--- src/logic/reu_defs.svh ---
`ifndef REU_DEFS_SVH
`define REU_DEFS_SVH
// wishbone word offsets (byte addresses)
`define REU_FUNC_THRESH_ADDR 8'h00
`define REU_DEST_THRESH_ADDR 8'h04
`define REU_COUNTERS_ADDR 8'h08
`define REU_CLEAR_ADDR 8'h0C
`define REU_ALT_REACT_ADDR 8'h10
`define REU_PERIPH_RST_ADDR 8'h14
`define REU_CAUSE_ADDR 8'h18
`define REU_IRQ_STAT_ADDR 8'h1C
`define REU_IRQ_MASK_ADDR 8'h20
`define REU_STC_KEY_ADDR 8'h24
`define REU_STC_CTRL_ADDR 8'h28
`define REU_STC_STAT_ADDR 8'h2C
`define REU_KEY1 32'h5AF0_5AF0
`define REU_KEY2 32'hA50F_A50F
// clear register bits
`define REU_CLR_FUNC_BIT 0
`define REU_CLR_DEST_BIT 1
// cause bits
`define REU_CAUSE_POR 0
`define REU_CAUSE_EXT 1
`define REU_CAUSE_DEST 2
`define REU_CAUSE_FUNC 3
`define REU_CAUSE_ESC 4
`define REU_CAUSE_SAFE 5
// self-test control bits
`define REU_STC_RUN_BIT 0
`define REU_STC_INJ_UF_BIT 1
`define REU_STC_INJ_RF_BIT 2
// self-test status bits
`define REU_STC_BUSY_BIT 0
`define REU_STC_FAIL_BIT 1
// event sources
`define REU_NUM_SRC 4
// reset pulse and self-test down-counter loads; each phase lasts one cycle more
`define REU_RST_PULSE_CYC 8'h04
`define REU_TEST_CYC 8'h10
`endif

--- src/logic/reu_pkg.sv ---
package reu_pkg;
	typedef enum logic [1:0] {REU_RUN, REU_FRESET, REU_DRESET, REU_LOCKED} reu_state_e;
	typedef logic [7:0] reu_count_t;
endpackage

--- src/logic/reu_if.sv ---
`include "reu_defs.svh"
interface reu_if;
	logic [`REU_NUM_SRC-1:0] funcEvent; // functional reset requests
	logic extReset; // external reset request
	logic stcDestReq; // self-test asks for destructive reset
	logic stcUnrecFault; // unrecoverable fault line
	logic stcRecFault; // recoverable fault line
	logic stcRunning; // self-test in progress
	logic stcStart; // start self-test pulse
	logic funcResetOut; // functional reset active
	logic destResetOut; // destructive reset active
	logic pinMuxReset; // pin multiplexing unit reset
	modport dev (input funcEvent, input extReset, input stcDestReq, input stcUnrecFault, input stcRecFault,
		input stcRunning, output stcStart, output funcResetOut, output destResetOut, output pinMuxReset);
	modport src (output funcEvent, output extReset, output stcDestReq, output stcUnrecFault,
		output stcRecFault, output stcRunning, input stcStart, input funcResetOut, input destResetOut,
		input pinMuxReset);
endinterface

--- src/logic/reu_reset_unit.sv ---
`include "reu_defs.svh"
module reu_reset_unit
	import reu_pkg::*;
(
	input wire logic clk, // system clock
	input wire logic rst, // power-on reset
	input wire logic [7:0] wbAdr, // wishbone address
	input wire logic [31:0] wbDatI, // write data
	output logic [31:0] wbDatO, // read data
	input wire logic wbCyc, // cycle
	input wire logic wbStb, // strobe
	input wire logic wbWe, // write enable
	input wire logic [3:0] wbSel, // byte selects
	output logic wbAck, // acknowledge
	output logic wbErr, // error
	output logic irq, // interrupt level
	output logic safeModeReq, // safe mode transition request
	reu_if.dev link // reset sources
);
	reu_state_e state_q;
	reu_count_t funcThresh_q, destThresh_q, funcCnt_q, destCnt_q, pulseCnt_q;
	logic [`REU_NUM_SRC-1:0] altReact_q, funcEvtSeen;
	logic [5:0] cause_q, irqStat_q, irqMask_q, evt;
	logic pinRst_q, keyStage_q, unlocked_q, stcStart_q, injUf_q, injRf_q, stcBusy_q, stcFail_q;
	logic funcResetOut_q, destResetOut_q, irq_q, safeReq_q, safeEvt;
	logic req, rd, wr, hit, keyOk, clrFunc, clrDest, funcIn, destIn, escalate, stcWr, ufSeen, lockNow;
	logic [31:0] rdData;

	function automatic logic selAll(input logic [3:0] s);
		selAll = &s;
	endfunction

	assign req = wbCyc && wbStb && !wbAck && !wbErr;
	assign wr = req && wbWe;
	assign rd = req && !wbWe;
	assign stcWr = wr && (wbAdr == `REU_STC_CTRL_ADDR);
	assign keyOk = unlocked_q && selAll(wbSel);
	assign clrFunc = wr && wbAdr == `REU_CLEAR_ADDR && wbDatI[`REU_CLR_FUNC_BIT];
	assign clrDest = wr && wbAdr == `REU_CLEAR_ADDR && wbDatI[`REU_CLR_DEST_BIT];
	assign ufSeen = link.stcUnrecFault || injUf_q;
	assign funcEvtSeen = link.funcEvent & ~altReact_q;
	assign safeEvt = |(link.funcEvent & altReact_q);
	assign funcIn = state_q == REU_RUN && |funcEvtSeen;
	assign destIn = state_q == REU_RUN && (link.stcDestReq || ufSeen);
	// escalate when the next functional reset reaches a nonzero threshold
	assign escalate = funcIn && funcThresh_q != 8'h00 && funcCnt_q + 8'h01 >= funcThresh_q;
	assign evt = {safeEvt, escalate, funcIn, destIn, link.extReset && state_q == REU_RUN, 1'b0};
	assign lockNow = destThresh_q != 8'h00 && destCnt_q >= destThresh_q;

	always_comb
	begin
		hit = 1'b1;
		case (wbAdr)
			`REU_FUNC_THRESH_ADDR: rdData = {24'h0, funcThresh_q};
			`REU_DEST_THRESH_ADDR: rdData = {24'h0, destThresh_q};
			`REU_COUNTERS_ADDR: rdData = {16'h0, destCnt_q, funcCnt_q};
			`REU_CLEAR_ADDR: rdData = 32'h0;
			`REU_ALT_REACT_ADDR: rdData = {28'h0, altReact_q};
			`REU_PERIPH_RST_ADDR: rdData = {31'h0, pinRst_q};
			`REU_CAUSE_ADDR: rdData = {26'h0, cause_q};
			`REU_IRQ_STAT_ADDR: rdData = {26'h0, irqStat_q};
			`REU_IRQ_MASK_ADDR: rdData = {26'h0, irqMask_q};
			`REU_STC_KEY_ADDR: rdData = {31'h0, unlocked_q};
			`REU_STC_CTRL_ADDR: rdData = {29'h0, injRf_q, injUf_q, 1'b0};
			`REU_STC_STAT_ADDR: rdData = {30'h0, stcFail_q, stcBusy_q};
			default:
			begin
				rdData = 32'h0;
				hit = 1'b0;
			end
		endcase
	end

	// one-cycle answer; unmapped or unkeyed self-test writes end in error
	always_ff @(posedge clk or posedge rst)
	begin
		if (rst)
		begin
			wbAck <= 1'b0;
			wbErr <= 1'b0;
			wbDatO <= 32'h0;
		end
		else
		begin
			wbAck <= req && hit && !(stcWr && !keyOk);
			wbErr <= req && (!hit || (stcWr && !keyOk));
			// latched with the request so a read-clear cannot change the answer
			if (rd)
				wbDatO <= rdData;
		end
	end

	// two-word key sequence unlocks one self-test control write
	always_ff @(posedge clk or posedge rst)
	begin
		if (rst)
		begin
			keyStage_q <= 1'b0;
			unlocked_q <= 1'b0;
		end
		else if (wr && wbAdr == `REU_STC_KEY_ADDR)
		begin
			keyStage_q <= wbDatI == `REU_KEY1;
			unlocked_q <= keyStage_q && wbDatI == `REU_KEY2;
		end
		else if (stcWr)
			unlocked_q <= 1'b0;
	end

	always_ff @(posedge clk or posedge rst)
	begin
		if (rst)
		begin
			funcThresh_q <= 8'h00;
			destThresh_q <= 8'h00;
			altReact_q <= '0;
			pinRst_q <= 1'b0;
			irqMask_q <= '0;
			stcStart_q <= 1'b0;
			injUf_q <= 1'b0;
			injRf_q <= 1'b0;
		end
		else
		begin
			stcStart_q <= 1'b0;
			if (wr && wbAdr == `REU_FUNC_THRESH_ADDR && wbSel[0])
				funcThresh_q <= wbDatI[7:0];
			if (wr && wbAdr == `REU_DEST_THRESH_ADDR && wbSel[0])
				destThresh_q <= wbDatI[7:0];
			if (wr && wbAdr == `REU_ALT_REACT_ADDR && wbSel[0])
				altReact_q <= wbDatI[`REU_NUM_SRC-1:0];
			if (wr && wbAdr == `REU_PERIPH_RST_ADDR && wbSel[0])
				pinRst_q <= wbDatI[0];
			if (wr && wbAdr == `REU_IRQ_MASK_ADDR && wbSel[0])
				irqMask_q <= wbDatI[5:0];
			if (stcWr && keyOk)
			begin
				stcStart_q <= wbDatI[`REU_STC_RUN_BIT];
				injUf_q <= wbDatI[`REU_STC_INJ_UF_BIT];
				injRf_q <= wbDatI[`REU_STC_INJ_RF_BIT];
			end
			// besides keyed software writes, the destructive reset phase restarts the self-test, just before it ends
			if (state_q == REU_DRESET && pulseCnt_q == 8'h01)
				stcStart_q <= 1'b1;
		end
	end

	// reset sequencing
	always_ff @(posedge clk or posedge rst)
	begin
		if (rst)
		begin
			state_q <= REU_RUN;
			pulseCnt_q <= 8'h00;
		end
		else
			case (state_q)
				REU_RUN:
					if (destIn || escalate || link.extReset)
					begin
						state_q <= REU_DRESET;
						pulseCnt_q <= `REU_RST_PULSE_CYC;
					end
					else if (funcIn)
					begin
						state_q <= REU_FRESET;
						pulseCnt_q <= `REU_RST_PULSE_CYC;
					end
				REU_FRESET:
					if (pulseCnt_q == 8'h00)
						state_q <= REU_RUN;
					else
						pulseCnt_q <= pulseCnt_q - 8'h01;
				REU_DRESET:
					if (pulseCnt_q == 8'h00)
						state_q <= lockNow ? REU_LOCKED : REU_RUN;
					else
						pulseCnt_q <= pulseCnt_q - 8'h01;
				REU_LOCKED: state_q <= REU_LOCKED;
				default: state_q <= REU_RUN;
			endcase
	end

	// escalation counters
	always_ff @(posedge clk or posedge rst)
	begin
		if (rst)
		begin
			funcCnt_q <= 8'h00;
			destCnt_q <= 8'h00;
		end
		else
		begin
			// an event in the same cycle as a software clear is still counted
			if (state_q == REU_RUN && (destIn || escalate || link.extReset))
				funcCnt_q <= 8'h00;
			else if (funcIn && funcThresh_q != 8'h00)
				funcCnt_q <= clrFunc ? 8'h01 : funcCnt_q + 8'h01;
			else if (clrFunc)
				funcCnt_q <= 8'h00;
			if (state_q == REU_RUN && (destIn || escalate || link.extReset) && destCnt_q != 8'hFF)
				destCnt_q <= clrDest ? 8'h01 : destCnt_q + 8'h01;
			else if (clrDest)
				destCnt_q <= 8'h00;
		end
	end

	// destructive reset output held during the destructive pulse phase and for good once locked
	always_ff @(posedge clk or posedge rst)
	begin
		if (rst)
			destResetOut_q <= 1'b0;
		else
			destResetOut_q <= state_q == REU_DRESET || state_q == REU_LOCKED;
	end

	// self-test status tracking
	always_ff @(posedge clk or posedge rst)
	begin
		if (rst)
		begin
			stcBusy_q <= 1'b0;
			stcFail_q <= 1'b0;
		end
		else
		begin
			stcBusy_q <= link.stcRunning;
			if (link.stcDestReq)
				stcFail_q <= 1'b1;
			else if (stcStart_q)
				stcFail_q <= 1'b0;
		end
	end

	// cause: hardware set wins over software clear (write of ones)
	always_ff @(posedge clk or posedge rst)
	begin
		if (rst)
			cause_q <= 6'h01;
		else if (wr && wbAdr == `REU_CAUSE_ADDR)
			cause_q <= (cause_q & ~wbDatI[5:0]) | evt;
		else
			cause_q <= cause_q | evt;
	end

	// interrupt status cleared by read; a same-cycle event survives
	always_ff @(posedge clk or posedge rst)
	begin
		if (rst)
			irqStat_q <= '0;
		else if (rd && wbAdr == `REU_IRQ_STAT_ADDR)
			irqStat_q <= evt;
		else
			irqStat_q <= irqStat_q | evt;
	end

	always_ff @(posedge clk or posedge rst)
	begin
		if (rst)
		begin
			irq_q <= 1'b0;
			funcResetOut_q <= 1'b0;
			safeReq_q <= 1'b0;
		end
		else
		begin
			irq_q <= |(irqStat_q & irqMask_q);
			funcResetOut_q <= state_q == REU_FRESET;
			safeReq_q <= safeEvt && state_q == REU_RUN;
		end
	end

	assign irq = irq_q;
	assign safeModeReq = safeReq_q;
	assign link.funcResetOut = funcResetOut_q;
	assign link.destResetOut = destResetOut_q;
	assign link.stcStart = stcStart_q;
	assign link.pinMuxReset = pinRst_q;
endmodule // reu_reset_unit

--- src/flat_wrapper.sv ---
// flat-port wrapper written by rule: the top's interface ports become plain ports
module reu_reset_unit_flat import reu_pkg::*;
  (clk, rst, wbAdr, wbDatI, wbDatO, wbCyc, wbStb, wbWe, wbSel, wbAck, wbErr, irq, safeModeReq, link_funcEvent, link_extReset, link_stcDestReq, link_stcUnrecFault, link_stcRecFault, link_stcRunning, link_stcStart, link_funcResetOut, link_destResetOut, link_pinMuxReset);
  reu_if link_i ();
  input wire logic clk;
  input wire logic rst;
  input wire logic [7:0] wbAdr;
  input wire logic [31:0] wbDatI;
  output logic [31:0] wbDatO;
  input wire logic wbCyc;
  input wire logic wbStb;
  input wire logic wbWe;
  input wire logic [3:0] wbSel;
  output logic wbAck;
  output logic wbErr;
  output logic irq;
  output logic safeModeReq;
  input wire logic [$bits(link_i.funcEvent)-1:0] link_funcEvent;
  input wire logic [$bits(link_i.extReset)-1:0] link_extReset;
  input wire logic [$bits(link_i.stcDestReq)-1:0] link_stcDestReq;
  input wire logic [$bits(link_i.stcUnrecFault)-1:0] link_stcUnrecFault;
  input wire logic [$bits(link_i.stcRecFault)-1:0] link_stcRecFault;
  input wire logic [$bits(link_i.stcRunning)-1:0] link_stcRunning;
  output wire logic [$bits(link_i.stcStart)-1:0] link_stcStart;
  output wire logic [$bits(link_i.funcResetOut)-1:0] link_funcResetOut;
  output wire logic [$bits(link_i.destResetOut)-1:0] link_destResetOut;
  output wire logic [$bits(link_i.pinMuxReset)-1:0] link_pinMuxReset;
  assign link_i.funcEvent = link_funcEvent;
  assign link_i.extReset = link_extReset;
  assign link_i.stcDestReq = link_stcDestReq;
  assign link_i.stcUnrecFault = link_stcUnrecFault;
  assign link_i.stcRecFault = link_stcRecFault;
  assign link_i.stcRunning = link_stcRunning;
  assign link_stcStart = link_i.stcStart;
  assign link_funcResetOut = link_i.funcResetOut;
  assign link_destResetOut = link_i.destResetOut;
  assign link_pinMuxReset = link_i.pinMuxReset;
  reu_reset_unit u_core (.clk(clk), .rst(rst), .wbAdr(wbAdr), .wbDatI(wbDatI), .wbDatO(wbDatO), .wbCyc(wbCyc), .wbStb(wbStb), .wbWe(wbWe), .wbSel(wbSel), .wbAck(wbAck), .wbErr(wbErr), .irq(irq), .safeModeReq(safeModeReq), .link(link_i));
endmodule
--- config.mk ---
export PLATFORM = sky130hd
export DESIGN_NAME = reu_reset_unit_flat
export DESIGN_NICKNAME = d
export VERILOG_FILES = /design/src/logic/reu_pkg.sv /design/src/logic/reu_if.sv /design/src/logic/reu_reset_unit.sv /design/src/flat_wrapper.sv
export VERILOG_INCLUDE_DIRS = /design/src /design/src/logic
export SDC_FILE = /design/constraint.sdc
export NUM_CORES = 1
export LEC_CHECK = 0
export ABC_AREA = 1
export BUFFER_PORTS_ARGS = -buffer_cell sky130_fd_sc_hd__buf_4
export CORE_MARGIN = 2
export CORE_UTILIZATION = 38
export CTS_CLUSTER_DIAMETER = 40
export CTS_CLUSTER_SIZE = 16
export DETAILED_ROUTE_END_ITERATION = 6
export PLACE_DENSITY = 0.63
export SYNTH_ARGS = -nofsm -noshare
export SYNTH_HDL_FRONTEND = slang
export SYNTH_SLANG_ARGS = --single-unit
--- constraint.sdc ---
create_clock -name clk -period 4.6 [get_ports clk]
set_input_delay 1.38 -clock clk [delete_from_list [all_inputs] [get_ports clk]]
set_output_delay 1.38 -clock clk [all_outputs]
set_load 0.01 [all_outputs]
Word-level counts from Yosys, hierarchy flattened
Cells that the tools add are included.
{ "classes": {"magnitude_cmp": 2, "bitwise": 9, "add_sub_neg": 3, "muxes": 27, "eq_ne": 22, "reduce_logical": 69} }
{ "ops": {"columns": ["operator", "count"], "rows": [
  ["one-hot mux 16 bit (11 select lines)", 1],
  ["2-to-1 mux 8 bit", 10],
  ["logical AND 1 bit", 39],
  ["== test 32 x 31 -> 1 bit, second input constant", 1],
  ["== test 32 bit, second input constant", 1],
  ["== test 8 x 5 -> 1 bit, second input constant", 4],
  ["== test 8 x 6 -> 1 bit, second input constant", 4],
  ["bitwise OR 6 bit", 3],
  ["adder 8 x 1 -> 8 bit, second input constant", 2],
  ["== test 8 x 4 -> 1 bit, second input constant", 2],
  ["greater-or-equal comparator 8 bit", 2],
  ["zero test 8 bit", 2],
  ["one-hot mux 8 bit (2 select lines)", 1],
  ["nonzero test 8 bit", 2],
  ["bitwise AND 6 bit", 2],
  ["2-to-1 mux 6 bit", 2],
  ["OR reduction 12 bit", 1],
  ["2-to-1 mux 2 bit", 5],
  ["bitwise AND 4 bit", 2],
  ["== test 8 x 1 -> 1 bit, second input constant", 1],
  ["== test 8 x 3 -> 1 bit, second input constant", 1],
  ["!= test 8 bit, second input constant", 1],
  ["one-hot mux 2 bit (4 select lines)", 1],
  ["nonzero test 2 bit", 4],
  ["18 further kinds", 38]
]} }
{ "word_totals": {"wordCells": 157, "out_inout_bits": 40, "in_bits": 58, "regBits": 110} }

Logic depth before layout (Yosys ltp)
{ "logic_depth": {"word_depth": 11, "depth_mapped": 17, "depth_no_buf": 17} }

Worst setup path before layout
OpenSTA, ideal clock, no wires.
{ "synth_path": {"kind": "input port to flip-flop", "start": "in wbAdr[7]", "end": "reg u_core.destCnt_q[6]", "setup_time_ns": 0.119, "path_buffers": 1, "path_stages": 10, "required_ns": 4.481, "slack_ns": 2.156, "arrival_ns": 2.326, "path_cell_list": "inv_1 > nand2_2 > nor2_1 > nand2_1 > nor2_4 > nand3_2 > buf_2 > nand2_1 > nand3b_1 > nand2_1"} }
{ "synth_between": {"elab_chain_cells": 5, "elab_cells_between_ends": 6, "classes_between": "eq/ne (1); mux (2); reduce/logical (3)"} }
{ "synth_rtl": {"columns": ["item", "line_no", "text"], "rows": [
  ["from (decl)", "flat_wrapper.sv:7", "input wire logic [7:0] wbAdr;"],
  ["== test 8 x 4 -> 1 bit (no line) *", null, null],
  ["logical AND 1 bit (no line) *", null, null],
  ["logical AND 1 bit *", "reu_reset_unit.sv:39", "assign clrDest = wr && wbAdr == `REU_CLEAR_ADDR && wbDatI[`REU_CLR_DEST_BIT];"],
  ["2-to-1 mux 8 bit", "reu_reset_unit.sv:202", "destCnt_q <= clrDest ? 8'h01 : destCnt_q + 8'h01;"],
  ["2-to-1 mux 8 bit", "reu_reset_unit.sv:201", "if (state_q == REU_RUN && (destIn || escalate || link.extReset) && destCnt_q != 8'hFF)"],
  ["to (signal assigned)", "reu_reset_unit.sv:202", null],
  ["to (decl)", "reu_reset_unit.sv:21", "reu_count_t funcThresh_q, destThresh_q, funcCnt_q, destCnt_q, pulseCnt_q;"]
]} }
Every way passes the cells marked *; elsewhere a longest branch is shown, timed or not.
A chain may end at the register's enable or synchronous reset.

Worst setup path in the final report
{ "layout_path": {"start": "reg u_core.funcCnt_q[2]", "end": "reg u_core.pulseCnt_q[1]"} }
{ "layout_between": {"elab_chain_cells": 7, "elab_cells_between_ends": 9, "classes_between": "add/sub (1); order compare (1); eq/ne (1); mux (2); reduce/logical (4)"} }
{ "layout_rtl": {"columns": ["item", "line_no", "text"], "rows": [
  ["from (decl)", "reu_reset_unit.sv:21", null],
  ["from (signal assigned)", "reu_reset_unit.sv:198", "funcCnt_q <= clrFunc ? 8'h01 : funcCnt_q + 8'h01;"],
  ["adder 8 x 1 -> 8 bit *", "reu_reset_unit.sv:46", "assign escalate = funcIn && funcThresh_q != 8'h00 && funcCnt_q + 8'h01 >= funcThresh_q;"],
  ["greater-or-equal comparator 8 bit *", "reu_reset_unit.sv:46", null],
  ["logical AND 1 bit *", "reu_reset_unit.sv:46", null],
  ["logical OR 1 bit * (2 in series)", "reu_reset_unit.sv:159", "if (destIn || escalate || link.extReset)"],
  ["!= test 3 x 2 -> 1 bit (no line) or 2-to-1 mux 8 bit (tied branches)", null, null],
  ["AND reduction 3 bit (no line) or one-hot mux 8 bit (2 select lines) (tied branches)", null, null],
  ["to (signal assigned)", "reu_reset_unit.sv:162", "pulseCnt_q <= `REU_RST_PULSE_CYC;"],
  ["to (signal assigned)", "reu_reset_unit.sv:167", "pulseCnt_q <= `REU_RST_PULSE_CYC;"],
  ["to (signal assigned)", "reu_reset_unit.sv:173", "pulseCnt_q <= pulseCnt_q - 8'h01;"],
  ["to (decl)", "reu_reset_unit.sv:21", null]
]} }
Marks and branches as above.

==> qor.csv <==
metric,value,unit
period_share,62.9,%
syn_avg_cell_area,7.96,µm²
worst-path-max-fanout,12,
drv_slew,0,
cts_root_buf,clkbuf_16,
crit_chain,nand3_1 > nor2_1 > nand2_1 > nor3_1 > xor2_1 > inv_1 > ha_1 > a21o_1 > nor2_1 > nand3_1 > nand2_4 > nand4_2 > nand2_2 > nand2_1 > nand2_1,
ys_warn_count,0,
final_util,45.1,%
grt_max_degree,45,
firstDrtPassIters,4,
vdd_drop_max,227,µV
vias,4912,
viasPerCell,4.90,
cap_violations,0,
ys_seq_area_share,40.2,%
slowest_stage,dfrtp_1,
syn_inst,728,
tightest_slew,728,ps
finalHoldViolCount,0,
grt_setup_unrepaired,no,
cts_buffers,9,
antenna_found_initial,0,
cts_sinks,93,
holdPathStages,1,
timing.rr.end,u_core.pulseCnt_q[1]$_DFFE_PP0P_,
die_h,127,µm
route.detailed.drc,0,
cts.path.max_buffers,2,
cp-start-kind,register,
syn2layout_area_growth,17.1,%
grt_first_pass_wirelength,24.2,mm
post_cts_resized,0,
cp.required,4890,ps
finish.instance_area,6780,µm²
rows,45,
worstHoldPathType,register to register,
tns,0,ps
slowest_delay,450,ps
hp-start,u_core.cause_q[0]$_DFFE_PP1P_,
powerDensity,370,nW/µm²
max_freq,0.345,GHz
routed_wl,14.7,mm
cpMostUsedCell,nand2_1,
path_buf_inv,1,
cts_setup_buffers,0,
routedWlPerCell,14.7,µm
drive_above_1_share,21.8,%
grt.total_usage,19.0,%
final_cells,1003,
dpl.cell_count,987,
setup_viol,0,
gp_congestion,0.872,
power_leakage,3.47,nW
cp.arrival,3190,ps
cts_hold_buf,0,
yosysUniqueCellTypes,50,
h-tree-depth,3,
p_total,2.51,mW
max_slew_margin,51.4,%
clock_skew,6.77,ps
status,"finished, final reports clean",
io_buffer_count,80,
insertion_delay,360,ps
overflow,0,
io_pins,98,
place.detailed.hpwl,11.4,mm
clkTransAtPathRegs,70,ps
worstRegToRegCells,15,
crit_family,simple AND/OR/NAND/NOR gates,
die_area,16300,µm²
synthesis.area,5790,µm²
r2r_slack,1710,ps
placed_cell_area,6490,µm²
cts_tree,yes,
route.antenna.remaining_nets,0,
reg2reg_from,u_core.funcCnt_q[2]$_DFFE_PP0P_,
grt_pass1_vias,4742,
synth-seq-cells,93,
finalCriticalPeriod,2890,ps
path_class,register to register,
core_area,15000,µm²
num-nets-final,893,
drt_iter0_markers,321,
insertedDiodeCount,0,
dieWidth,127,µm
start_util,38.5,%
cp-end-kind,register,
whs_endpoint,u_core.cause_q[0]$_DFFE_PP1P_,
## area by class of cell
| class | instances | area (µm²) |
|---|---|---|
| Fill cell | 1510 | 8250 |
| Multi-Input combinational cell | 523 | 2930 |
| Sequential cell | 93 | 2330 |
| Timing Repair Buffer | 83 | 623 |
| Inverter | 100 | 378 |
| Tap cell | 188 | 235 |
| Clock buffer | 10 | 229 |
| Clock inverter | 6 | 62.6 |
## report_power, final
part | total (mW) | internal (mW) | leakage, nW | switching (mW)
Sequential | 0.990 | 0.899 | 1.21 | 0.0909
Clock | 0.754 | 0.422 | 0.147 | 0.332
Combinational | 0.766 | 0.288 | 2.11 | 0.478
## worst max-delay path by stage
stage / from / endpoint / slack (ps) / cells after the start
floorplan: rst / u_core.altReact_q[0]$_DFFE_PP0P_ / 800 / 1
global placement: wbAdr[1] / u_core.wbDatO[0]$_DFFE_PP0P_ / 1630 / 12
detailed placement: wbAdr[1] / u_core.wbDatO[0]$_DFFE_PP0P_ / 1610 / 12
CTS: u_core.funcCnt_q[2]$_DFFE_PP0P_ / u_core.pulseCnt_q[1]$_DFFE_PP0P_ / 1670 / 15
global route: u_core.funcCnt_q[2]$_DFFE_PP0P_ / u_core.pulseCnt_q[6]$_DFFE_PP0P_ / 1390 / 15
finish: u_core.funcCnt_q[2]$_DFFE_PP0P_ / u_core.pulseCnt_q[1]$_DFFE_PP0P_ / 1710 / 15
## synthesized netlist by cell type, drive strengths merged
library cell	instances	area [µm²]
nand3	59	338
a21oi	22	114
or2	2	12.5
o221ai	2	17.5
inv	100	375
nand2	199	806
a21o	2	15.0
o31ai	5	37.5
dfrtp	92	2300
a221oi	1	8.76
nor3b	1	7.51
o211ai	1	7.51
and3	2	12.5
nand4	28	181
a221o	1	10.0
o211a	1	10.0
xnor2	2	17.5
a22o	1	8.76
nor4	3	18.8
xor2	11	96.3
nand3b	6	45.0
conb	1	3.75
ha	25	313
nor2	55	273
o21ai	60	398
buf	25	211
o22ai	4	25.0
a21boi	1	7.51
clkbuf	2	7.51
a31oi	2	12.5
nor3	11	75.1
dfstp	1	26.3
## placed cells by master, fill, tap and decap left out, drive strengths merged, types with 2 or more instances in the layout
master	netlist	final
clkbuf	2	10
conb	1	16
o31ai	5	5
o22ai	4	4
clkinv	0	4
xnor2	2	2
xor2	11	11
nand3b	6	6
buf	25	83
inv	100	101
o221ai	2	2
and3	2	2
nand2	199	199
o21ai	60	60
nor3	11	11
nor4	3	3
a31oi	2	2
a21oi	22	22
nand3	59	59
a21o	2	2
nand4	28	28
dfrtp	92	92
ha	25	25
or2	2	2
nor2	55	55
## per-layer routing
| metal | global-route usage, % | routed length [µm] | vias up |
|---|---|---|---|
| met5 | 0 | 0 | - |
| met4 | 6.59 | 255 | 0 |
| met3 | 2.85 | 501 | 22 |
| met2 | 30.3 | 6870 | 103 |
| met1 | 26.4 | 7070 | 2258 |
| li1 | - | - | 2529 |
## metrics by stage
stage	hold WS (ps)	worst slack, ps
after floorplan	454	801
after global placement	464	1630
after detailed placement	470	1610
after CTS	483	1670
after global routing	496	1390
final	480	1710
## cells by family (layout without fill, tap and decap cells)
kind of cell | after synthesis | count (layout) | share of synthesized area [%]
and+or+nand+nor | 366 | 366 | 30.5
adders and majority gates | 25 | 25 | 5.40
xor gates and xnor gates | 13 | 13 | 1.97
AOI/OAI and AO/OA | 103 | 103 | 11.6
buffers and inverters | 127 | 199 | 10.3
DFF | 93 | 93 | 40.2
other | 1 | 16 | 0.0647
## worst register-to-register path, delay by kind of cell, from the launching register on
family / cells / cell delay [ps]
fa+ha+maj: 1 / 300
flops: 1 / 450
compound gates: 1 / 180
buf+inv: 1 / 70
xor+xnor: 1 / 170
simple gates: 11 / 1670
## sequential cells by signal, summed over array words and instances (netlist names), 6 cells and up
register	flops
u_core.wbDatO	16
u_core.destCnt_q	8
u_core.destThresh_q	8
u_core.funcCnt_q	8
u_core.funcThresh_q	8
u_core.pulseCnt_q	8
u_core.cause_q	6
u_core.irqMask_q	6
Note: power is estimated with default switching activity, not from simulation.
